<file path="config.mk">
export PLATFORM = sky130hd
export DESIGN_NAME = hls_loop_seq
export DESIGN_NICKNAME = d
export VERILOG_FILES = /design/src/rtl/hls_pkg.sv /design/src/rtl/hls_loop_seq.sv
export SDC_FILE = /design/constraint.sdc
export NUM_CORES = 2
export LEC_CHECK = 0
export BUFFER_PORTS_ARGS = -buffer_cell sky130_fd_sc_hd__buf_2
export CAP_MARGIN = 0
export CORE_ASPECT_RATIO = 0.75
export CORE_MARGIN = 3
export CORE_UTILIZATION = 65
export CTS_CLUSTER_SIZE = 28
export DETAILED_ROUTE_END_ITERATION = 8
export HOLD_SLACK_MARGIN = 0.15
export PLACE_DENSITY = 0.81
export SLEW_MARGIN = 20
export SYNTH_ARGS = -nofsm -noshare
export SYNTH_HDL_FRONTEND = slang
export SYNTH_SLANG_ARGS = --single-unit
</file>
<file path="constraint.sdc">
create_clock -name clk_i -period 15.05 [get_ports clk_i]
set_clock_uncertainty 0.2 [all_clocks]
set_input_delay 4.515 -clock clk_i [delete_from_list [all_inputs] [get_ports clk_i]]
set_output_delay 4.515 -clock clk_i [all_outputs]
set_load 0.01 [all_outputs]
</file>
<file path="src/rtl/hls_pkg.sv">
package hls_pkg;

  localparam int unsigned ADDR_W = 16;
  localparam int unsigned CNT_W = 16;
  localparam int unsigned STAGES = 11;
  localparam int unsigned E2_IDX = 10;
  localparam int unsigned STACK_DEPTH = 6;
  localparam logic [ADDR_W-1:0] RESET_ADDR = 16'h0000;
  localparam logic [CNT_W-1:0] CNT_RESET = 16'h0000;
  localparam logic [CNT_W-1:0] CNT_ONE = 16'h0001;
  // unrolled loops shorter than this always run late-check
  localparam logic [31:0] SHORT_LOOP_LIMIT = 32'h0000000b;
  // only counter-expired termination is modelled
  localparam logic [1:0] TERM_LCE = 2'h1;

  // what the fetch side reports for the word at the first fetch stage
  typedef struct packed {
    logic is_setup;
    logic late_op;
    logic [ADDR_W-1:0] end_addr;
  } hls_instr_t;

  typedef struct packed {
    logic valid;
    logic [ADDR_W-1:0] addr;
    hls_instr_t ins;
  } hls_stage_t;

  typedef struct packed {
    logic [ADDR_W-1:0] end_addr;
    logic [1:0] term;
    logic [CNT_W-1:0] saved_cnt;
  } hls_loop_ent_t;

  typedef struct packed {
    logic [ADDR_W-1:0] top_addr;
    logic late;
  } hls_pc_ent_t;

endpackage

</file>
<file path="src/rtl/hls_loop_seq.sv">
// What this block does
// - early-check loops decrement and test count when loop end sits in first fetch.
// - setup pushes loop end address and termination condition onto loop stack.
// - setup pushes top-of-loop (setup address plus one) and loop type on PC stack.
// - early-check termination not met at check: next fetch is top of PC stack.
// - setup pushes happen at final execute stage, ten cycles after first fetch.
// - loop end in first fetch with no exit means top-of-loop appears there next cycle.
// - termination fetches end address plus one and pops both stacks.
// - early-check terminates only when count is one with valid end in first fetch.
// - early-check exit fetches end plus one next cycle, no lost cycles.
// - late-check loops decrement and test count when loop end is in final execute.
// - late-check loops still loop back at first fetch until terminated.
// - setup opcode selects early-check or late-check handling.
// - late-check termination flushes last memory stage back to first fetch.
// - force-late-check bit makes every counter loop late-check.
// - loops with fewer than eleven unrolled instructions run late-check.
`timescale 1ns/1ps
module hls_loop_seq #(
  parameter int unsigned DEPTH = hls_pkg::STACK_DEPTH
) (
  input wire logic clk_i,
  input wire logic rst_n_i,
  input wire hls_pkg::hls_instr_t instr_i,
  input wire logic [hls_pkg::CNT_W-1:0] loop_count_init_i,
  input wire logic force_late_check_loops_i,
  output logic [hls_pkg::ADDR_W-1:0] fetch_addr_o,
  output logic loop_back_o,
  output logic loop_exit_o,
  output logic flush_o,
  output logic stack_full_o,
  output logic [hls_pkg::CNT_W-1:0] current_loop_count_o,
  output logic [$clog2(DEPTH+1)-1:0] loop_depth_o
);

  localparam int unsigned SP_W = $clog2(DEPTH+1);
  localparam int unsigned IX_W = $clog2(DEPTH);

  hls_pkg::hls_stage_t stg_q [1:hls_pkg::E2_IDX];
  hls_pkg::hls_stage_t f1_stg;
  hls_pkg::hls_loop_ent_t loop_stk_q [DEPTH];
  hls_pkg::hls_pc_ent_t pc_stk_q [DEPTH];
  hls_pkg::hls_loop_ent_t loop_top;
  hls_pkg::hls_pc_ent_t pc_top;
  logic [hls_pkg::ADDR_W-1:0] pc_q;
  logic [hls_pkg::ADDR_W-1:0] pc_d;
  logic [hls_pkg::CNT_W-1:0] cnt_q;
  logic [SP_W-1:0] sp_q;
  logic [IX_W-1:0] top_ix;
  logic [IX_W-1:0] push_ix;
  logic active;
  logic f1_hit;
  logic e2_hit;
  logic early_term;
  logic late_term;
  logic do_push;
  logic do_pop;
  logic push_ok;
  logic push_late;
  logic [31:0] unrolled;

  // loop end seen at a stage that belongs to the innermost loop
  function automatic logic end_hit(input hls_pkg::hls_stage_t s, input logic [hls_pkg::ADDR_W-1:0] end_a,
                                   input logic act);
    end_hit = act && s.valid && (s.addr == end_a);
  endfunction

  assign f1_stg = '{valid: 1'b1, addr: pc_q, ins: instr_i};
  assign active = (sp_q != '0);
  assign top_ix = active ? IX_W'(sp_q - SP_W'(1)) : '0;
  assign loop_top = loop_stk_q[top_ix];
  assign pc_top = pc_stk_q[top_ix];

  assign f1_hit = end_hit(f1_stg, loop_top.end_addr, active);
  assign e2_hit = end_hit(stg_q[hls_pkg::E2_IDX], loop_top.end_addr, active);
  assign early_term = f1_hit && !pc_top.late && (cnt_q == hls_pkg::CNT_ONE);
  assign late_term = e2_hit && pc_top.late && (cnt_q == hls_pkg::CNT_ONE);

  // late exit owns the cycle: the loop-back at first fetch is flushed with it
  assign loop_back_o = f1_hit && !early_term && !late_term;
  assign loop_exit_o = early_term || late_term;
  assign flush_o = late_term;
  assign do_pop = loop_exit_o;
  assign do_push = stg_q[hls_pkg::E2_IDX].valid && stg_q[hls_pkg::E2_IDX].ins.is_setup && !late_term;
  assign push_ok = do_push && (do_pop || !stack_full_o);
  assign push_ix = do_pop ? top_ix : IX_W'(sp_q);
  assign stack_full_o = (sp_q == SP_W'(DEPTH));

  // unrolled length = count times body length, body runs setup+1 .. end
  assign unrolled = 32'(loop_count_init_i) *
                    32'(stg_q[hls_pkg::E2_IDX].ins.end_addr - stg_q[hls_pkg::E2_IDX].addr);
  assign push_late = stg_q[hls_pkg::E2_IDX].ins.late_op
                     || force_late_check_loops_i
                     || (unrolled < hls_pkg::SHORT_LOOP_LIMIT);

  always_comb begin
    pc_d = pc_q + hls_pkg::ADDR_W'(1);
    if (late_term) begin
      pc_d = loop_top.end_addr + hls_pkg::ADDR_W'(1);
    end else if (loop_back_o) begin
      pc_d = pc_top.top_addr;
    end
  end

  always_ff @(posedge clk_i or negedge rst_n_i) begin
    if (!rst_n_i) begin
      pc_q <= hls_pkg::RESET_ADDR;
    end else begin
      pc_q <= pc_d;
    end
  end

  // one instruction per cycle; a late exit kills everything behind execute
  always_ff @(posedge clk_i or negedge rst_n_i) begin
    if (!rst_n_i) begin
      for (int i = 1; i <= hls_pkg::E2_IDX; i++) begin
        stg_q[i] <= '0;
      end
    end else begin
      stg_q[1] <= late_term ? '0 : f1_stg;
      for (int i = 2; i <= hls_pkg::E2_IDX; i++) begin
        stg_q[i] <= late_term ? '0 : stg_q[i-1];
      end
    end
  end

  // a push while full is dropped unless a loop exits in the same cycle; a nest that deep is a software error
  always_ff @(posedge clk_i or negedge rst_n_i) begin
    if (!rst_n_i) begin
      sp_q <= '0;
    end else if (do_push && do_pop) begin
      sp_q <= sp_q;
    end else if (do_push && !stack_full_o) begin
      sp_q <= sp_q + SP_W'(1);
    end else if (do_pop) begin
      sp_q <= sp_q - SP_W'(1);
    end
  end

  always_ff @(posedge clk_i or negedge rst_n_i) begin
    if (!rst_n_i) begin
      for (int i = 0; i < DEPTH; i++) begin
        loop_stk_q[i] <= '0;
        pc_stk_q[i] <= '0;
      end
    end else if (push_ok) begin
      loop_stk_q[push_ix] <= '{end_addr: stg_q[hls_pkg::E2_IDX].ins.end_addr,
                               term: hls_pkg::TERM_LCE,
                               saved_cnt: do_pop ? loop_top.saved_cnt : cnt_q};
      pc_stk_q[push_ix] <= '{top_addr: stg_q[hls_pkg::E2_IDX].addr + hls_pkg::ADDR_W'(1),
                             late: push_late};
    end
  end

  // outer loop count is kept on the loop stack and comes back on exit
  always_ff @(posedge clk_i or negedge rst_n_i) begin
    if (!rst_n_i) begin
      cnt_q <= hls_pkg::CNT_RESET;
    end else if (push_ok) begin
      cnt_q <= loop_count_init_i;
    end else if (do_pop) begin
      cnt_q <= loop_top.saved_cnt;
    end else if (f1_hit && !pc_top.late) begin
      cnt_q <= cnt_q - hls_pkg::CNT_W'(1);
    end else if (e2_hit && pc_top.late) begin
      cnt_q <= cnt_q - hls_pkg::CNT_W'(1);
    end
  end

  assign fetch_addr_o = pc_q;
  assign current_loop_count_o = cnt_q;
  assign loop_depth_o = sp_q;
endmodule

</file>
==> results list <==
* CTS tree: done
- DIE AREA: 62800 um^2
- On the worst path, the slowest cell contributes a delay of 790 ps.
- Post-CTS Setup Inserts: 0
- Port buffering added 75 buffers.
* Avg WL per Cell: 22.1 um
- The congestion estimate from routability-driven global placement came to 0.941.
- Number of library cell types mapped by synthesis: 83
- Type of the most critical hold path: register to register
- Setup CP Type: register to output pin
- Clock buffers created by TritonCTS: 61
- Number of synthesized register bits: 679
- Cell breakdown of the critical path: buf_4 > inv_1 > ha_1 > ha_1 > buf_4 > nor2_4 > buf_4 > mux4_2 > mux2i_1 > xnor2_1 > nor4_1 > and4b_1 > nand4_1 > a21oi_4 > buf_4 > buf_2
* Most used cell, CP: sky130_fd_sc_hd__buf_4
* Minimum clock period after layout: about 12000 ps
* CTS sink cnt: just under 700
- Compared with the post-synthesis result, the final layout area differs by 7.56%.
- In the final layout, the share of cells above drive strength 1 is 15.8%.
* Half-perimeter wire length of the detailed placement result: 65100 um
- Max-slew violation count: 0
- Number of antenna repair diodes: 0
- For this run the aggregate overflow at the end of global routing stands at 0.
* Critical path required time: 10340 ps
- Cells after synthesis: 3533
- Antenna violations before repair: 2
- Number of standard-cell rows in the floorplan: 76
* Via count of the first global-routing pass: 27600
- Global routing consumed, over all layers together, 31.6% of the routing resources.
* H-tree levels: 2
- The routed design has 96200 um of wire.
* Category of the worst setup path capture point: output pin
- Setup violators final: 0
- After clock tree synthesis, the clock-pin slew on the worst setup and hold paths is 70 ps.
- Fill cell count: 4106
* I/O Pins: 76
* Total Neg Setup Slack: 0 ps
* Commonest non-fill, non-tap cells in the layout: 679 x sky130_fd_sc_hd__dfrtp_1, 388 x sky130_fd_sc_hd__nor2b_1, 367 x sky130_fd_sc_hd__nand2_1
* Synthesized area per cell: 11.0 um^2
* Library cell contributing the largest single delay on the critical path: sky130_fd_sc_hd__buf_4
- In this run the tightest slew margin relative to its limit is a little under a quarter.
* CP delay by family, top: buffers and inverters
- The number of nets handed over by synthesis was 3924.
- Worst Path Buf+Inv: 6
- The region available for standard cell placement spans 58300 um^2.
- Clock tree root driver cell: sky130_fd_sc_hd__clkbuf_16
- Outcome: finished, final reports clean
* Final hold vios: 0
- Most common cell after layout, fill and taps aside: sky130_fd_sc_hd__dfrtp_1
- In this run the worst path has a maximum fanout of 54.
- Entering global routing, the biggest net connects 201 pins.
- Data arrives at the worst endpoint at 7200 ps.
- The detailed router placed 26400 vias in this run.
- Die X-Extent: 288 um
- Total Nets Final: approximately 3900
- For the pin with the worst max-slew slack, the measured transition is about 1100 ps.
* Most common flop cell mapped by yosys: sky130_fd_sc_hd__dfrtp_1
* Max frequency: 83.9 MHz
* Die Y-Extent: 218 um
- Dividing the detail-routed via count by the number of cells gives 6.07.
* Detail Route Antenna Nets: 0
- Post-CTS repair changed the size of 0 cells.
- Setup repair after global routing left no endpoint under its margin.
- For this configuration, the core starts out at a cell density of 66.7%.
* Period utilization: 79.2%
- Buffers inserted to repair hold after CTS numbered 0.
- Max-capacitance violation count: 0
* Type of element launching the critical path: register
* First-pass GRT wire length: 154000 um
* Async set or reset register ratio after synthesis: 100%
- Of the synthesized area, sequential elements account for 43.7%.
- Yosys printed 0 warnings.
- The first detailed-routing pass ran for 8 iterations.
* Count of flip-flops with a built-in enable after synthesis: 0
- Clock latency on the worst-skew pair, taken at its later pin, is about 650 ps.
- Post-route DRC violation count: 0
- In this run the cell area of the synthesized design comes to a little under 40000 um^2.
- No sink is reached through more buffers than the 3 on the longest clock path.
* Count of routing violations after the opening detailed-route iteration: 2494
[layer usage]
metal / up-vias / wire [um] / share of wire [%] / track usage, %
li1: 11600 / - / - / -
met1: 13400 / 41200 / 43 / 45.9
met2: 1231 / 43200 / 45 / 48.7
met3: 202 / 9000 / 9.4 / 6.72
met4: 2 / 2730 / 2.8 / 8.54
met5: - / 9 / 0.0094 / 0
[area by class of cell]
class | count | area [um^2] | area share [%]
repair buffers | 119 | 736 | 1.76
multi-input cells | 2354 | 19900 | 47.6
clock inverters | 17 | 268 | 0.641
flip-flops and latches | 679 | 17000 | 40.7
well taps | 780 | 976 | 2.33
clock buffers | 88 | 1750 | 4.18
inverters | 313 | 1170 | 2.81
[worst register-to-register path: cells and delay by family, from the launching register on]
| kind | cells | cell delay [ps] |
|---|---|---|
| AOI/OAI and AO/OA | 13 | 3930 |
| xor gates and xnor gates | 2 | 320 |
| adders and majority gates | 8 | 3690 |
| buffers and inverters | 5 | 660 |
| DFF | 1 | 530 |
| muxes | 1 | 300 |
| and+or+nand+nor | 6 | 800 |
[state kept, by name (all words and copies together), names as in the netlist]
register and flops:
loop_depth_o 3, loop_stk_q 192, pc_stk_q 102, stg_q 350
current_loop_count_o 16, fetch_addr_o 16
[metrics by stage]
step	cells	area, um^2	setup slack, ps	utilization, %	hold slack, ps
after CTS	4349	41800	3420	71.7	261
after floorplan	3533	38900	3990	-	239
after global routing	4350	41800	2950	71.7	275
after global placement	4243	39800	3400	68.2	241
final	4350	41800	3130	71.7	252
after detailed placement	4244	39800	3330	68.2	248
[cell usage after synthesis, types with 47 or more instances]
library cell | count | share of area, %
sky130_fd_sc_hd__nand3_1 | 87 | 1.1
sky130_fd_sc_hd__xnor2_1 | 66 | 1.5
sky130_fd_sc_hd__dfrtp_1 | 679 | 44
sky130_fd_sc_hd__fa_1 | 210 | 11
sky130_fd_sc_hd__mux2i_1 | 80 | 2.1
sky130_fd_sc_hd__nor2_1 | 94 | 0.91
sky130_fd_sc_hd__inv_1 | 312 | 3.0
sky130_fd_sc_hd__ha_1 | 144 | 4.6
sky130_fd_sc_hd__clkbuf_1 | 126 | 1.2
sky130_fd_sc_hd__a21oi_1 | 81 | 1.0
sky130_fd_sc_hd__o22ai_1 | 47 | 0.76
sky130_fd_sc_hd__nand2_1 | 368 | 3.6
sky130_fd_sc_hd__and2_1 | 108 | 1.7
sky130_fd_sc_hd__o21ai_0 | 66 | 0.85
sky130_fd_sc_hd__nor2b_1 | 389 | 6.3
sky130_fd_sc_hd__mux2_2 | 263 | 7.6
[logic make-up (layout without fill, tap and decap cells)]
family	count (synthesis)	count (layout)	synth area share, %
multiplexers	394	394	11.9
adder cells (fa/ha/maj)	354	354	15.5
XOR/XNOR	88	88	1.98
flip-flops	679	679	43.7
buffers and inverters	500	537	5.30
AO/OA/AOI/OAI	332	332	5.62
AND/OR/NAND/NOR	1186	1186	16.0
[worst paths after layout]
kind | slack (ps) | startpoint | depth (start not counted) | end
worst max-delay path | 3130 | loop_depth_o[0] | 16 | loop_exit_o
worst min-delay path | 250 | stg_q[100] | 1 | stg_q[65]
worst max register to register | 4470 | stg_q[19] | 35 | pc_stk_q[85]
worst min register to register | 250 | stg_q[100] | 1 | stg_q[65]
max in group asynchronous | 8400 | rst_n_i | 3 | stg_q[107]
min in group asynchronous | 3790 | rst_n_i | 1 | current_loop_count_o[9]
Power is not shown: default switching activity piles up to over one toggle a cycle in this logic, so the estimate is an artifact.
